[src/pkr_pkg.sv]
package pkr_pkg;

    // ------------------------------------------------------------
    // command codes and lengths
    // ------------------------------------------------------------
    localparam logic [7:0] PKR_OPC_READ_PACKET_REPORT = 8'h1d;
    localparam logic [7:0] PKR_OPC_READ_LIVE_POWER    = 8'h1f;
    localparam logic [7:0] PKR_LEN_PACKET_REPORT      = 8'h05;
    localparam logic [7:0] PKR_LEN_LIVE_POWER         = 8'h01;
    localparam logic [2:0] PKR_REPORT_BYTES           = 3'h5;
    localparam logic [2:0] PKR_SPI_STATUS_BYTES       = 3'h2;
    localparam logic [7:0] PKR_FILL_BYTE              = 8'h00;

    // ------------------------------------------------------------
    // field positions
    // ------------------------------------------------------------
    localparam int PKR_ST_ACK_WAIVED   = 5;
    localparam int PKR_ST_TX_FINISHED  = 0;
    localparam int PKR_ER_SYNC_MISS    = 6;
    localparam int PKR_ER_OVERSIZE     = 5;
    localparam int PKR_ER_CHECKSUM     = 4;
    localparam int PKR_ER_ABORTED      = 3;
    localparam int PKR_ER_HEADER_SEEN  = 2;
    localparam int PKR_ER_RX_FINISHED  = 1;
    localparam int PKR_ER_BUSY         = 0;
    localparam logic [2:0] PKR_SYNC_NONE = 3'h0;
    localparam logic [2:0] PKR_SYNC_1    = 3'h1;
    localparam logic [2:0] PKR_SYNC_2    = 3'h2;
    localparam logic [2:0] PKR_SYNC_3    = 3'h4;

    // ------------------------------------------------------------
    // reset values
    // ------------------------------------------------------------
    localparam logic [7:0] PKR_RST_BYTE = 8'h00;

    // ------------------------------------------------------------
    // types
    // ------------------------------------------------------------
    typedef enum logic [1:0] {
        PKR_PT_GFSK    = 2'h0,
        PKR_PT_BLE     = 2'h1,
        PKR_PT_CHIRP   = 2'h2,
        PKR_PT_RANGING = 2'h3
    } pkr_pkt_type_t;

    typedef enum logic [1:0] {
        PKR_S_IDLE   = 2'b00,
        PKR_S_OPCODE = 2'b01,
        PKR_S_ARGS   = 2'b11,
        PKR_S_REPLY  = 2'b10
    } pkr_state_t;

    // one-cycle pulses and levels from the packet engine
    typedef struct packed {
        logic       packet_start;
        logic       sync_seen;
        logic [2:0] sync_index;
        logic       header_seen;
        logic       reception_finished;
        logic       transmit_finished;
        logic       oversize_length;
        logic       checksum_fail;
        logic       aborted;
        logic       ack_field;
        logic       snr_valid;
        logic [7:0] snr;
        logic       symbol_tick;
        logic       busy;
    } pkr_engine_t;

    // packet configuration levels
    typedef struct packed {
        pkr_pkt_type_t pkt_type;
        logic          dynamic_length;
        logic          checksum_enable;
        logic          sync_detect_enable;
    } pkr_config_t;

endpackage : pkr_pkg

[src/pkr_packet_status_readout.sv]
`timescale 1ns/1ps
// Notes on behaviour
// - spi report: two status, five bytes lsb first
// - uart report: length five, five bytes only
// - chirp and ranging give two meaningful bytes
// - byte layout depends on packet type
// - snr byte only in chirp and ranging
// - sync power latched at sync detection
// - snr is two's complement quarter dB
// - status byte: ack waived bit5, tx done bit0
// - error bit6 reports sync detection miss
// - error bit5 flags oversize dynamic length
// - error bit4 flags checksum fail
// - error bit3 flags abort, rx or tx
// - error bit2 set once header received, only with dynamic length
// - error bit1 set when reception completes
// - error bit0 follows engine busy
// - sync byte carries matched sync index
// - spi live power: status, status, power
// - live power any type; chirp per symbol
// - live power is minus twice dBm
// - uart live power: length one, one byte
module pkr_packet_status_readout (
    input  wire logic                 clk,
    input  wire logic                 rst,
    input  wire logic                 link_is_uart,
    input  wire logic                 frame_start,
    input  wire logic                 rx_valid,
    input  wire logic [7:0]           rx_byte,
    output logic                      tx_valid,
    input  wire logic                 tx_ready,
    output logic [7:0]                tx_byte,
    input  wire logic [7:0]           chip_status,
    input  wire logic [7:0]           power_level,
    input  wire pkr_pkg::pkr_engine_t engine,
    input  wire pkr_pkg::pkr_config_t config_in
);
    import pkr_pkg::*;

    // ------------------------------------------------------------
    // state
    // ------------------------------------------------------------
    typedef struct packed {
        pkr_state_t st;
        logic [7:0] opcode;
        logic [2:0] idx;
        logic [2:0] left;
        logic [39:0] snap;
        logic [7:0] live_power_level;
        logic [7:0] sync_power_level;
        logic [7:0] snr;
        logic       sync_miss_flag;
        logic       oversize_length_flag;
        logic       checksum_fail_flag;
        logic       aborted_flag;
        logic       header_seen_flag;
        logic       reception_finished_flag;
        logic       ack_waived_flag;
        logic       transmit_finished_flag;
        logic [2:0] matched_sync_index;
        logic [7:0] tx_data;
        logic       tx_valid;
    } pkr_regs_t;

    pkr_regs_t r;
    pkr_regs_t next_r;
    logic [39:0] packet_report;
    logic        chirp_type;
    logic [7:0]  status_byte;
    logic [7:0]  error_byte;

    // ------------------------------------------------------------
    // helpers
    // ------------------------------------------------------------
    function automatic logic [7:0] pkr_reply_byte(input logic [7:0]  opc,
                                                   input logic [2:0]  k,
                                                   input logic [39:0] snap,
                                                   input logic [7:0]  live);
        logic [7:0] b;
        b = PKR_FILL_BYTE;
        if (opc == PKR_OPC_READ_PACKET_REPORT && k < PKR_REPORT_BYTES) begin
            b = snap[{k, 3'h0} +: 8];
        end else if (opc == PKR_OPC_READ_LIVE_POWER && k == 3'h0) begin
            b = live;
        end
        return b;
    endfunction : pkr_reply_byte

    function automatic logic [7:0] pkr_uart_length(input logic [7:0] opc);
        logic [7:0] n;
        n = PKR_RST_BYTE;
        if (opc == PKR_OPC_READ_PACKET_REPORT) begin
            n = PKR_LEN_PACKET_REPORT;
        end else if (opc == PKR_OPC_READ_LIVE_POWER) begin
            n = PKR_LEN_LIVE_POWER;
        end
        return n;
    endfunction : pkr_uart_length

    // ------------------------------------------------------------
    // decoders
    // ------------------------------------------------------------
    // only one-hot codes name an address; anything else reads as none, and as a miss when sync detection is enabled
    function automatic logic pkr_sync_code_ok(input logic [2:0] code);
        return (code == PKR_SYNC_1) || (code == PKR_SYNC_2) || (code == PKR_SYNC_3);
    endfunction : pkr_sync_code_ok

    // a length byte is only good for a known opcode and its exact count
    function automatic logic pkr_length_ok(input logic [7:0] opc,
                                           input logic [7:0] len);
        logic ok;
        ok = 1'b0;
        if (pkr_uart_length(opc) != PKR_RST_BYTE) begin
            ok = (len == pkr_uart_length(opc));
        end
        return ok;
    endfunction : pkr_length_ok

    // saturates so a long run of fill bytes cannot wrap into the report
    function automatic logic [2:0] pkr_idx_step(input logic [2:0] k);
        logic [2:0] n;
        n = k;
        if (k != 3'h7) begin
            n = k + 3'h1;
        end
        return n;
    endfunction : pkr_idx_step

    // ------------------------------------------------------------
    // report assembly
    // ------------------------------------------------------------
    always_comb begin
        chirp_type = (config_in.pkt_type == PKR_PT_CHIRP) ||
                     (config_in.pkt_type == PKR_PT_RANGING);
        status_byte = PKR_RST_BYTE;
        status_byte[PKR_ST_ACK_WAIVED]  = r.ack_waived_flag;
        status_byte[PKR_ST_TX_FINISHED] = r.transmit_finished_flag;
        error_byte = PKR_RST_BYTE;
        error_byte[PKR_ER_SYNC_MISS]   = r.sync_miss_flag;
        error_byte[PKR_ER_OVERSIZE]    = r.oversize_length_flag;
        error_byte[PKR_ER_CHECKSUM]    = r.checksum_fail_flag;
        error_byte[PKR_ER_ABORTED]     = r.aborted_flag;
        error_byte[PKR_ER_HEADER_SEEN] = r.header_seen_flag;
        error_byte[PKR_ER_RX_FINISHED] = r.reception_finished_flag;
        error_byte[PKR_ER_BUSY]        = engine.busy;
        if (chirp_type) begin
            // upper bytes carry nothing for chirp types
            packet_report = {24'h000000, r.snr, r.sync_power_level};
        end else begin
            packet_report = {5'h00, r.matched_sync_index, status_byte, error_byte,
                             r.sync_power_level, PKR_FILL_BYTE};
        end
    end

    // ------------------------------------------------------------
    // next state
    // ------------------------------------------------------------
    always_comb begin
        next_r = r;
        if (r.tx_valid && tx_ready) begin
            next_r.tx_valid = 1'b0;
        end

        // ------------------------------------------------------------
        // packet flags
        // ------------------------------------------------------------
        // per-packet flags: set wins over the packet-start clear
        if (engine.packet_start) begin
            next_r.sync_miss_flag          = 1'b0;
            next_r.oversize_length_flag    = 1'b0;
            next_r.checksum_fail_flag      = 1'b0;
            next_r.aborted_flag            = 1'b0;
            next_r.header_seen_flag        = 1'b0;
            next_r.reception_finished_flag = 1'b0;
            next_r.transmit_finished_flag  = 1'b0;
        end
        if (engine.sync_seen) begin
            next_r.sync_power_level   = power_level;
            next_r.matched_sync_index = PKR_SYNC_NONE;
            if (pkr_sync_code_ok(engine.sync_index)) begin
                next_r.matched_sync_index = engine.sync_index;
            end else if (config_in.sync_detect_enable) begin
                next_r.sync_miss_flag = 1'b1;
            end
        end
        if (engine.oversize_length && config_in.dynamic_length) begin
            next_r.oversize_length_flag = 1'b1;
        end
        if (engine.checksum_fail && config_in.checksum_enable) begin
            next_r.checksum_fail_flag = 1'b1;
        end
        if (engine.aborted) begin
            next_r.aborted_flag = 1'b1;
        end
        if (engine.header_seen && config_in.dynamic_length) begin
            next_r.header_seen_flag = 1'b1;
        end
        if (engine.reception_finished) begin
            next_r.reception_finished_flag = 1'b1;
            next_r.ack_waived_flag = config_in.dynamic_length & engine.ack_field;
        end
        if (engine.transmit_finished) begin
            next_r.transmit_finished_flag = 1'b1;
        end

        // ------------------------------------------------------------
        // measurements
        // ------------------------------------------------------------
        // snr ignored outside chirp types so a stray estimate cannot leak
        if (engine.snr_valid && chirp_type) begin
            next_r.snr = engine.snr;
        end
        // chirp refresh only per symbol, others track every cycle
        if (!chirp_type || engine.symbol_tick) begin
            next_r.live_power_level = power_level;
        end

        // ------------------------------------------------------------
        // command parser
        // ------------------------------------------------------------
        // spi answers one byte per host byte; uart waits for the length
        unique case (r.st)
            PKR_S_IDLE: begin
            end
            PKR_S_OPCODE: begin
                if (rx_valid) begin
                    next_r.opcode = rx_byte;
                    next_r.snap   = packet_report; // frozen for the whole reply
                    next_r.idx    = 3'h1;
                    next_r.st     = PKR_S_ARGS;
                    if (!link_is_uart) begin
                        next_r.tx_data  = chip_status;
                        next_r.tx_valid = 1'b1;
                    end
                end
            end
            PKR_S_ARGS: begin
                if (rx_valid) begin
                    if (link_is_uart) begin
                        // wrong length byte: command dropped silently
                        if (pkr_length_ok(r.opcode, rx_byte)) begin
                            next_r.st   = PKR_S_REPLY;
                            next_r.idx  = 3'h0;
                            next_r.left = rx_byte[2:0];
                        end else begin
                            next_r.st = PKR_S_IDLE;
                        end
                    end else begin
                        next_r.idx = pkr_idx_step(r.idx);
                        next_r.tx_valid = 1'b1;
                        next_r.tx_data  = pkr_reply_byte(r.opcode,
                                                         r.idx - 3'h1,
                                                         r.snap, r.live_power_level);
                    end
                end
            end
            PKR_S_REPLY: begin
                // a stalled byte stays put until the link takes it
                if (!r.tx_valid || tx_ready) begin
                    next_r.tx_valid = 1'b1;
                    next_r.tx_data  = pkr_reply_byte(r.opcode, r.idx,
                                                     r.snap, r.live_power_level);
                    next_r.idx  = pkr_idx_step(r.idx);
                    next_r.left = r.left - 3'h1;
                    if (r.left == 3'h1) begin
                        next_r.st = PKR_S_IDLE;
                    end
                end
            end
        endcase

        // ------------------------------------------------------------
        // frame restart
        // ------------------------------------------------------------
        // uart has no status slots; its reply waits for the length byte
        if (frame_start) begin
            next_r.st = PKR_S_OPCODE;
            if (!link_is_uart) begin
                next_r.tx_data  = chip_status;
                next_r.tx_valid = 1'b1;
            end
        end
    end

    // ------------------------------------------------------------
    // registers
    // ------------------------------------------------------------
    always_ff @(posedge clk) begin
        if (rst) begin
            r <= '0;
        end else begin
            r <= next_r;
        end
    end

    // ------------------------------------------------------------
    // outputs
    // ------------------------------------------------------------
    // both straight from flops, nothing after the register
    assign tx_valid = r.tx_valid;
    assign tx_byte  = r.tx_data;

endmodule : pkr_packet_status_readout

[config.mk]
export PLATFORM = sky130hd
export DESIGN_NAME = pkr_packet_status_readout
export DESIGN_NICKNAME = d
export VERILOG_FILES = /design/src/pkr_pkg.sv /design/src/pkr_packet_status_readout.sv
export SDC_FILE = /design/constraint.sdc
export NUM_CORES = 1
export LEC_CHECK = 0
export BUFFER_PORTS_ARGS = -buffer_cell sky130_fd_sc_hd__buf_2
export CELL_PAD_IN_SITES_DETAIL_PLACEMENT = 1
export CELL_PAD_IN_SITES_GLOBAL_PLACEMENT = 1
export CORE_ASPECT_RATIO = 0.8
export CORE_MARGIN = 5
export CORE_UTILIZATION = 30
export CTS_CLUSTER_DIAMETER = 200
export DETAILED_ROUTE_END_ITERATION = 8
export PLACE_DENSITY = 0.64
export SYNTH_ARGS = -nofsm -noshare
export SYNTH_HDL_FRONTEND = slang
export SYNTH_SLANG_ARGS = --single-unit
[constraint.sdc]
create_clock -name clk -period 2.5 [get_ports clk]
set_input_delay 0.25 -clock clk [delete_from_list [all_inputs] [get_ports clk]]
set_output_delay 0.25 -clock clk [all_outputs]
set_load 0.05 [all_outputs]
* Yosys cells after proc, flatten, opt, wreduce, memory -nomap -nowiden *
Index checks and enable logic that the tools add are counted.

storage, ports and cells
  register bits after elaboration = 100
  bits of input ports = 58
  output and inout bits = 9
  logic and storage cells = 142

cells by class
  add/sub/neg operators = 3
  order comparisons = 2
  equal/unequal tests = 25
  shifts and indexed selects = 2
  multiplexer cells = 55
  bitwise operators = 1
  reduce and logical (&&, ||, !) cells = 34

operator list
  kind                                                                   count
  8-bit two-way mux                                                      11
  40-bit by 7-bit variable part select with 8-bit output                 2
  9-bit two-way mux                                                      7
  35-bit two-way mux                                                     1
  9-bit one-hot mux with 3 select lines                                  1
  6-bit two-way mux                                                      4
  3-bit != test, second input constant                                   7
  8-bit by 5-bit equality test with 1-bit output, second input constant  2
  1-bit two-way mux                                                      16
  3-bit two-way mux                                                      5
  2-bit nonzero test                                                     7
  13-bit two-way mux                                                     1
  2-bit two-way mux                                                      6
  2-bit != test, second input constant                                   6
  6-bit AND reduction                                                    2
  5-bit AND reduction                                                    2
  1-bit logical AND                                                      9
  3-bit one-hot mux with 3 select lines                                  1
  2-bit equality test, second input constant                             4
  8-bit equality test                                                    1
  8-bit nonzero test                                                     1
  3-bit by 1-bit equality test with 1-bit output, second input constant  2
  3-bit logical NOT                                                      2
  3-bit less-than comparator, second input constant                      2
  14 further kinds                                                       20

* Depth between registers and ports, before layout *
Gate-level depths: netlist of run 1.

  word-level depth = 21
  gate-level depth with buffers = 9
  mapped depth without buffers = 7

* Worst setup path after synthesis of run 1 *
No wires, ideal clock.

  path type = reg-to-reg
  start = reg r[87] (netlist name)
  end = reg r, in the netlist tx_byte[4]
  library setup time = 0.133 ns
  arrival time = 2.105 ns
  required time = 2.367 ns
  slack = 0.261 ns
  stages on the path, launching flop included = 10
  buffers on the path = 2
  clock period less this slack = 2.239 ns
  cell sequence = dfxtp_1 buf_2 clkinv_1 ha_1 clkbuf_1 mux2_2 a22oi_1 nor3_1 a311oi_1 a211oi_1

on the way
  word-level cells in the longest chain between the ends = 10
  elaborated cells on any way between the ends = 21
  classes of those cells = add/sub (1); order compare (2); shift (2); mux (10); reduce/logical (6)

RTL lines
  what                                                                                 RTL line                          text
  start, declared                                                                      pkr_packet_status_readout.sv:65   pkr_regs_t r;
  start signal, assigned                                                               pkr_packet_status_readout.sv:292  r <= next_r;
  branches (longest 7 deep; another with 3-bit by 1-bit subtractor with 3-bit output)  -
  9-bit one-hot mux with 3 select lines (*)                                            pkr_packet_status_readout.sv:222  unique case (r.st)
  9-bit two-way mux                                                                    pkr_packet_status_readout.sv:278  if (!link_is_uart) begin
  9-bit two-way mux (*)                                                                pkr_packet_status_readout.sv:276  if (frame_start) begin

Mark *: on every way between the ends.
A chain may end at the register's enable or synchronous reset.

* Final worst setup path of run 1 *
  start = reg r[88] (netlist name)
  end = reg r, in the netlist tx_byte[3]

Same word-level chain as after synthesis.

==> results of run 1 <==
-- synth_stat cells, types with 3 or more instances --
cell       count
a2111oi_0      4
a211oi_1      10
a21o_1         3
a21oi_1       64
a22oi_1        9
a311oi_1       7
a31oi_1        6
and2_1         3
and3_1         3
buf_1          5
buf_2          6
buf_4          8
clkbuf_1      31
dfxtp_1       88
ha_1           6
inv_1         11
mux2_2         7
mux2i_1       35
mux4_2         3
nand2_1       71
nand2b_1       7
nand3_1       30
nand3b_1      15
nand4_1        6
nand4b_1       3
nor2_1        51
nor2b_1        6
nor3_1        13
nor3b_1        3
o211ai_1       5
o21ai_0       11
o221ai_1       3
o22ai_1        8
xnor2_1        4
-- cells by family (layout without fill, tap and decap cells) --
| group | count (synthesis) | in the layout | share of synthesized area |
|---|---|---|---|
| AND/OR/NAND/NOR | 227 | 227 | 0.236 |
| AO/OA/AOI/OAI | 148 | 148 | 0.199 |
| flip-flops | 88 | 88 | 0.370 |
| buffers and inverters | 66 | 110 | 0.0657 |
| multiplexers | 45 | 45 | 0.104 |
| adder cells (fa/ha/maj) | 6 | 6 | 0.0158 |
| XOR/XNOR | 5 | 5 | 0.00920 |
-- metrics by stage --
step	hold slack, ns	utilization	area [um^2]	power (mW)	setup WS, ns
after floorplan	0.323	-	4760	1.86	0.261
after global placement	0.441	0.333	5230	1.99	0.348
after CTS	0.105	0.350	5500	3.28	0.243
after global routing	0.126	0.350	5500	3.38	0.00875
after detailed placement	0.448	0.333	5230	2.01	0.271
final	0.117	0.350	5500	3.23	0.205
-- state kept, by name, summed over array words and instances (netlist names) --
register,flops
error_byte,6
tx_valid,1
r,73
tx_byte,8
-- power by group --
part	total, mW	switching [mW]	internal (mW)
combinational	0.449	0.278	0.171
sequential	1.53	0.0619	1.47
clock	1.25	0.560	0.695
-- per-layer routing --
layer,track usage,up-vias,wire [um]
met1,0.239,2207,7650
met2,0.265,121,6730
li1,-,2184,-
met4,0.0453,0,193
met3,0.0425,21,865
met5,0,-,0
-- final timing paths --
check | slack [ns] | to | start
setup / recovery | 0.21 | tx_byte[3]$_SDFF_PP0_ | r[88]$_SDFFE_PP0P_
hold / removal | 0.12 | r[12]$_SDFFE_PP0P_ | engine[15]
setup reg to reg | 0.21 | tx_byte[3]$_SDFF_PP0_ | r[88]$_SDFFE_PP0P_
hold reg to reg | 0.46 | r[22]$_SDFFE_PP0P_ | r[22]$_SDFFE_PP0P_
-- cell type report --
| type | instances | area, um^2 | share of cell area |
|---|---|---|---|
| multi-input combinational | 431 | 2690 | 0.489 |
| sequential | 88 | 1760 | 0.320 |
| tap | 215 | 269 | 0.0489 |
| timing repair buffer | 82 | 465 | 0.0846 |
| clock inverter | 3 | 18.8 | 0.00341 |
| clock buffer | 12 | 246 | 0.0448 |
| inverter | 13 | 48.8 | 0.00887 |
-- tightest hold or removal path, stage by stage --
cell,delay [ns]
buf_2,0.08
a21oi_1,0.03
nor2_1,0.07
==> run summary, run 1 <==
die height: 123 um
Routed Antenna Nets: 0
antenna fix cells: 0
Port Buf Inserts: 65
Mapped Area: 0.00476 mm^2
total gr overflow: 0
sequential-to-total area share from yosys stat: 0.370
most frequent cells in the layout: dfxtp_1, nand2_1, buf_2
syn_area_per_cell: 8.14 um^2
DRT iter0 DRCs: 268
Clock Tree Buf Depth: 2
Post-synth EDFFs: 0
syn_nets: 649
Max Slew Vio Count: 0
maxcap violations: 0
Routability Congestion: 0.899
crit path DAT: 2.54 ns
stages on the worst setup path: 7
slew margin rel.: 0.447
post-synthesis instance total: 585
Layout Cells excl Fill: 844
Die Width: 151 um
Peak Freq: 0.436 GHz
Yosys warnings: 0
TritonCTS clock tree: done
Pwr Density: 588 mW/mm^2
CP Max Fanout: 7
Final HPWL DP: 11700 um
final hold violation count: 0
hold depth: 3
Hold Path Class: input port to flip-flop
Worst Tran Pin Value: 0.821 ns
first-pass GRT wire length: 24800 um
crit path time final: 2.29 ns
status: complete, no violations
Core ar.: 0.0157 mm^2
CTS Hold Buffers Added: 0
largest net degree at the start of global routing: 64
postcts setup bufs: 0
Worst path top cell family by delay: compound AO/OA/AOI/OAI gates
endpoints failing setup: 0
placed cell count: 829
I/O pin total: 67
Synth area leaders: dfxtp_1, mux2i_1, a21oi_1
critical path capture point type: flip-flop
Filler cells: 1895
htree depth: 3
Syn-to-layout area delta: 15.5%
R2R depth: 7
Clk Tree Root Cell: clkbuf_16
CTS Sinks: 88
First-pass DRT Iterations: 5
VDD IR-drop max: 0.316 mV
clk slew on worst S/H paths: 0.06 ns
setup TNS: 0 ns
share of layout cells above drive strength 1: 0.181
die area: 0.0185 mm^2
WL final: 15400 um
Worst Path Buf+Inv: 1
ys async rst share: 0
GRT Total Usage: 0.171
drt wl/cell: 18.3 um
Clock Skews: 0.00765 ns
vias in the first global route: 4744
Final Cycle Share: 0.918
CP startpoint kind: flip-flop
Synth top area share: 0.370
Starting Density: 0.303
most common cell after layout, fill and taps aside: dfxtp_1
Worst path max stage delay: 0.43 ns
DRC: 0
top cell type by total area after synthesis: dfxtp_1
CP required: 2.75 ns
Via density: 5.37
Unique masters post-synth: 64
initial antenna violation count: 0
CP Class: flip-flop to flip-flop
ys flop type: dfxtp_1
crit-path cells: inv_1, ha_1, xnor2_1, nand4_1, o22ai_1, o211ai_1, a311oi_1
clk_lat worst skew: 0.35 ns
Critical-path top delay cell: xnor2_1
number of buffers created by CTS: 9
Lkg Pwr: 2.01 nW
synthesized flop and latch total: 88
Layout Nets: 689
FP Rows: 41
RSZ-0062 raised after global routing: false
Gates resized, CTS repair: 0
routed via count: 4533
Power figures use the tool's default switching activity.
==> run 2: changes to the inputs <==
Settings changed: CORE_UTILIZATION 30 to 44, CTS_BUF_LIST set to sky130_fd_sc_hd__clkbuf_4, PLACE_DENSITY 0.64 to 0.87.
==> run 2 against run 1 <==
Clock power fell by 42%. Largest power group unchanged. First-iteration DRC count up 2.6%. Critical path depth down 1. Count of clock-buffer cells in the layout fell by 1. Critical path type unchanged. Sequential power barely moved. Largest cell class unchanged. Clock skew rose by 0.0080 ns. Critical endpoint is now tx_byte[1]$_SDFF_PP0_. Sequential share of layout area increased by 1.3 points. Combinational power is essentially flat. Global-route usage is 6.2 points higher. Via count increased by 0.15%.
==> run summary, run 2 (same netlist as run 1, synthesis figures left out) <==
status: complete, no violations
Worst R2R Start: r[87]$_SDFFE_PP0P_
Routability Congestion: 0.925
setup slack, reg-to-reg: 0.27 ns
I/O pin total: 67
initial antenna violation count: 0
DRC: 0
Core ar.: 0.0107 mm^2
first-pass GRT wire length: 24400 um
routed via count: 4540
Port Buf Inserts: 65
FP Rows: 34
crit path time final: 2.23 ns
hold path start: engine[12]
Layout Nets: 692
GRT Total Usage: 0.234
Max Used Layer: met4
final instance area: 0.00529 mm^2
share of layout cells above drive strength 1: 0.183
Finished Core Util: 0.493
WL met3: 776 um
Clk Tree Root Cell: clkbuf_4
CP required: 2.85 ns
CTS Sinks: 88
Final Cycle Share: 0.894
htree depth: 3
VDD IR-drop max: 0.294 mV
Hold EP: error_byte[3]$_SDFFE_PP0P_
Final HPWL DP: 11300 um
hold depth: 3
die height: 103 um
Peak Freq: 0.448 GHz
max reg flops: 73
WL final: 14800 um
CP Max Fanout: 28
overall power: 2.70 mW
die area: 0.0130 mm^2
Die Width: 126 um
most common cell after layout, fill and taps aside: dfxtp_1
Via density: 5.84
R2R depth: 6
Lkg Pwr: 1.95 nW
maxcap violations: 0
Syn-to-layout area delta: 11.0%
Clock Tree Buf Depth: 2
Sequential Area: 0.00176 mm^2
CP startpoint kind: flip-flop
Filler cells: 1343
Max Slew Vio Count: 0
clk_lat worst skew: 0.44 ns
R2R Path End: tx_byte[1]$_SDFF_PP0_
WL met2: 6890 um
largest net degree at the start of global routing: 69
Crit. Startpoint: r[87]$_SDFFE_PP0P_
number of buffers created by CTS: 9
slew margin rel.: 0.584
Starting Density: 0.444
crit path DAT: 2.59 ns
endpoints failing setup: 0
Largest Register: r
CP Class: flip-flop to flip-flop
placed cell area: 0.00515 mm^2
Multi-input gate area: 0.00269 mm^2
DRT iter0 DRCs: 275
M1 wire length: 6900 um
final hold violation count: 0
total gr overflow: 0
vias in the first global route: 4727
Clock Skews: 0.0157 ns
First-pass DRT Iterations: 4
clk slew on worst S/H paths: 0.14 ns
RSZ-0062 raised after global routing: false
critical path capture point type: flip-flop
Hold Path Class: input port to flip-flop
Routed Antenna Nets: 0
Worst Tran Pin Value: 0.622 ns
postcts setup bufs: 0
most frequent cells in the layout: dfxtp_1, nand2_1, buf_2
Pwr Density: 511 mW/mm^2
antenna fix cells: 0
setup TNS: 0 ns
TritonCTS clock tree: done
drt wl/cell: 19.1 um
run 2: cell count changes in the layout (fill, tap and decap cells not counted), sizes merged:
cell         before  now
clkinvlp          0    2
clkinv            5    4
buf              82   83
dlygate4sd3       0    2
clkbuf           12   11
inv              11   12
run 2: where the power goes:
group	switching (mW)	internal [mW]
Clock	0.495	0.225
Combinational	0.278	0.173
Sequential	0.0622	1.47
Total	0.835	1.86
run 2: worst max path at each step:
stage	endpoint	slack, ns
final	tx_byte[1]$_SDFF_PP0_	0.27
after global routing	tx_byte[1]$_SDFF_PP0_	0.08
after CTS	tx_byte[6]$_SDFF_PP0_	0.33
after detailed placement	tx_byte[6]$_SDFF_PP0_	0.36
after global placement	tx_byte[6]$_SDFF_PP0_	0.46
after floorplan	tx_byte[4]$_SDFF_PP0_	0.26
run 2: worst max-delay path: stages (launching register included):
cell,delay (ns)
dfxtp_1,0.36
buf_4,0.33
nor2b_1,0.28
a22oi_1,0.15
a2111oi_0,0.60
a2111oi_0,0.15
a311oi_1,0.28
run 2: area by class of cell:
| type | instances | area share |
|---|---|---|
| clock buffers | 11 | 0.0156 |
| clock inverters | 5 | 0.00592 |
| inverters | 13 | 0.00923 |
| multi-input cells | 431 | 0.509 |
| flip-flops and latches | 88 | 0.333 |
| well taps | 144 | 0.0341 |
| repair buffers | 85 | 0.0933 |
run 2: stage by stage:
stage	std cells	worst slack [ns]	hold WS, ns
6_report	777	0.266	0.0288
5_1_grt	777	0.0827	0.0267
4_1_cts	777	0.329	0.00156
3_5_place_dp	759	0.365	0.451
3_3_place_gp	759	0.455	0.442
2_1_floorplan	585	0.261	0.323
run 2: metal layers:
| metal | vias to the layer above | global-route usage |
|---|---|---|
| met4 | 0 | 0.0651 |
| met2 | 106 | 0.395 |
| li1 | 2196 | - |
| met5 | - | 0 |
| met3 | 25 | 0.0471 |
| met1 | 2213 | 0.307 |
run 2: what timing repair did:
action | 4_1_cts | 5_1_grt
endpoints found under the setup margin | 0 | 0
endpoints found under the hold margin | 2 | 0
hold buffers | 2 | 0
gates resized for setup | 0 | 0
==> run 3: changes to the inputs <==
--- a/config.mk
+++ b/config.mk
@@ -11,9 +11,9 @@
 export CORE_ASPECT_RATIO = 0.8
 export CORE_MARGIN = 5
-export CORE_UTILIZATION = 44
+export CORE_UTILIZATION = 48
 export CTS_BUF_LIST = sky130_fd_sc_hd__clkbuf_4
 export CTS_CLUSTER_DIAMETER = 200
 export DETAILED_ROUTE_END_ITERATION = 8
-export PLACE_DENSITY = 0.87
+export PLACE_DENSITY = 0.93
 export SYNTH_ARGS = -nofsm -noshare
 export SYNTH_HDL_FRONTEND = slang
==> constraint.sdc (replaced) <==
create_clock -name clk -period 2.65 [get_ports clk]
set_input_delay 0 -clock clk [delete_from_list [all_inputs] [get_ports clk]]
set_output_delay 0 -clock clk [all_outputs]
set_load 0.05 [all_outputs]
==> run 3 against run 2 <==
Count of clock-buffer cells in the layout down 1. Highest routed layer unchanged. Critical endpoint is now r[99]$_SDFFE_PP0P_. Wire length rose by 22%. Power grew 2.3%. Clock power increased by 11%. Global-route usage increased by 7.7 points.
==> run summary, run 3 (same netlist as run 1, synthesis figures left out) <==
die area: 0.0120 mm^2
Routability Congestion: 0.913
DRT iter0 DRCs: 366
CP Max Fanout: 6
total gr overflow: 0
Core ar.: 0.00965 mm^2
Starting Density: 0.493
drt wl/cell: 21.6 um
Finished Core Util: 0.617
CP Class: flip-flop to flip-flop
First-pass DRT Iterations: 5
setup slack, reg-to-reg: 0.09 ns
FP Rows: 32
routed via count: 5139
Routed Antenna Nets: 0
R2R depth: 6
crit path time final: 2.56 ns
Largest Register: r
postcts setup bufs: 0
most frequent cells in the layout: dfxtp_1, nand2_1, dlygate4sd3_1
TritonCTS clock tree: done
first-pass GRT wire length: 29300 um
pre-CTS WS: 0.374 ns
htree depth: 3
Worst R2R Start: r[97]$_SDFFE_PP0P_
CP required: 3.09 ns
hold depth: 2
crit-path cells: and3b_1, nand2_2, or4_1, a21o_1, a211oi_2, dlygate4sd3_1
final worst slack: 0.0865 ns
DRC: 0
Peak Freq: 0.390 GHz
Port Buf Inserts: 65
vias in the first global route: 5524
clk_lat worst skew: 0.49 ns
Lkg Pwr: 2.21 nW
Final Cycle Share: 0.967
Hold Path Class: input port to flip-flop
Max Slew Vio Count: 0
endpoints failing setup: 0
Layout Nets: 756
hold path start: rst
max reg flops: 73
CTS Sinks: 88
Clock Tree Buf Depth: 2
I/O pin total: 67
WL final: 18000 um
maxcap violations: 0
Syn-to-layout area delta: 25.0%
Worst Tran Pin Value: 0.779 ns
share of layout cells above drive strength 1: 0.164
final hold violation count: 0
slew margin rel.: 0.476
number of buffers created by CTS: 9
Pwr Density: 464 mW/mm^2
RSZ-0062 raised after global routing: false
CP startpoint kind: flip-flop
crit path DAT: 3.00 ns
status: complete, no violations
GRT Total Usage: 0.311
Min Hold Slack: 0.0360 ns
Worst path max stage delay: 0.61 ns
R2R Path End: r[99]$_SDFFE_PP0P_
Critical-path top delay cell: or4_1
VDD IR-drop max: 0.316 mV
clk slew on worst S/H paths: 0.14 ns
Final HPWL DP: 11100 um
Clock Skews: 0.0206 ns
largest net degree at the start of global routing: 58
initial antenna violation count: 1
die height: 99.1 um
Clk Tree Root Cell: clkbuf_4
critical path capture point type: flip-flop
Via density: 6.15
Die Width: 121 um
setup TNS: 0 ns
Hold EP: r[85]$_SDFFE_PP0P_
most common cell after layout, fill and taps aside: dfxtp_1
## run 3: changes by cell type in the layout (fill, tap and decap cells not counted)
cell           before  now
clkinvlp_4          2    1
clkinv_1            4    5
nand2_2             0    1
bufinv_16           0    1
diode_2             0    2
clkbuf_4           11   10
and4bb_4            0    1
dlygate4sd3_1       2   68
nand2_1            71   70
buf_4              17   15
and4bb_2            1    0
## run 3: how the worst max path moves through the flow
stage                                   from               endpoint  slack (ns)  cells past startpoint
after global routing      r[97]$_SDFFE_PP0P_     r[99]$_SDFFE_PP0P_        0.02                      6
after CTS                 r[96]$_SDFFE_PP0P_     r[99]$_SDFFE_PP0P_        0.04                      6
after floorplan           r[87]$_SDFFE_PP0P_  tx_byte[4]$_SDFF_PP0_        0.41                      9
final                     r[97]$_SDFFE_PP0P_     r[99]$_SDFFE_PP0P_        0.09                      6
after detailed placement  r[87]$_SDFFE_PP0P_  tx_byte[3]$_SDFF_PP0_        0.37                      8
after global placement    r[87]$_SDFFE_PP0P_  tx_byte[6]$_SDFF_PP0_        0.51                      8
## run 3: per-stage QoR
stage | std cells | instance area [um^2] | power (mW)
after global routing | 834 | 5950 | 2.88
after detailed placement | 749 | 5130 | 1.89
after floorplan | 585 | 4760 | 1.75
after CTS | 833 | 5940 | 2.73
final | 835 | 5950 | 2.76
after global placement | 749 | 5130 | 1.86
## run 3: timing repair
action | 4_1_cts | 5_1_grt
setup endpoints to repair | 0 | 1
endpoints found under the hold margin | 57 | 0
hold buffers | 68 | 0
resized for setup | 0 | 2
## run 3: final cells by class
cell class | count | area (um^2)
fill | 1168 | 3700
multi-input combinational | 431 | 2700
sequential | 88 | 1760
timing repair buffer | 149 | 1140
tap | 136 | 170
clock buffer | 10 | 75.1
clock inverter | 6 | 57.6
inverter | 13 | 48.8
antenna | 2 | 5.00
## run 3: per-layer routing
metal | global-route usage | share of wire | up-vias
met1 | 0.375 | 0.40 | 2514
met2 | 0.529 | 0.49 | 234
li1 | - | - | 2321
met4 | 0.140 | 0.038 | 0
met5 | 0 | 0 | -
met3 | 0.0671 | 0.069 | 70
## run 3: power by group
| group | switching (mW) | internal, mW | leakage, nW |
|---|---|---|---|
| logic | 0.294 | 0.225 | 1.42 |
| clock network | 0.503 | 0.292 | 0.0695 |
| registers | 0.0639 | 1.38 | 0.720 |
## run 3: critical path: cells and delay by family (launching register included)
kind / cells / cell delay, ns
and+or+nand+nor: 3 / 1.16
AOI/OAI and AO/OA: 2 / 0.43
buffers and inverters: 1 / 0.57
DFF: 1 / 0.36
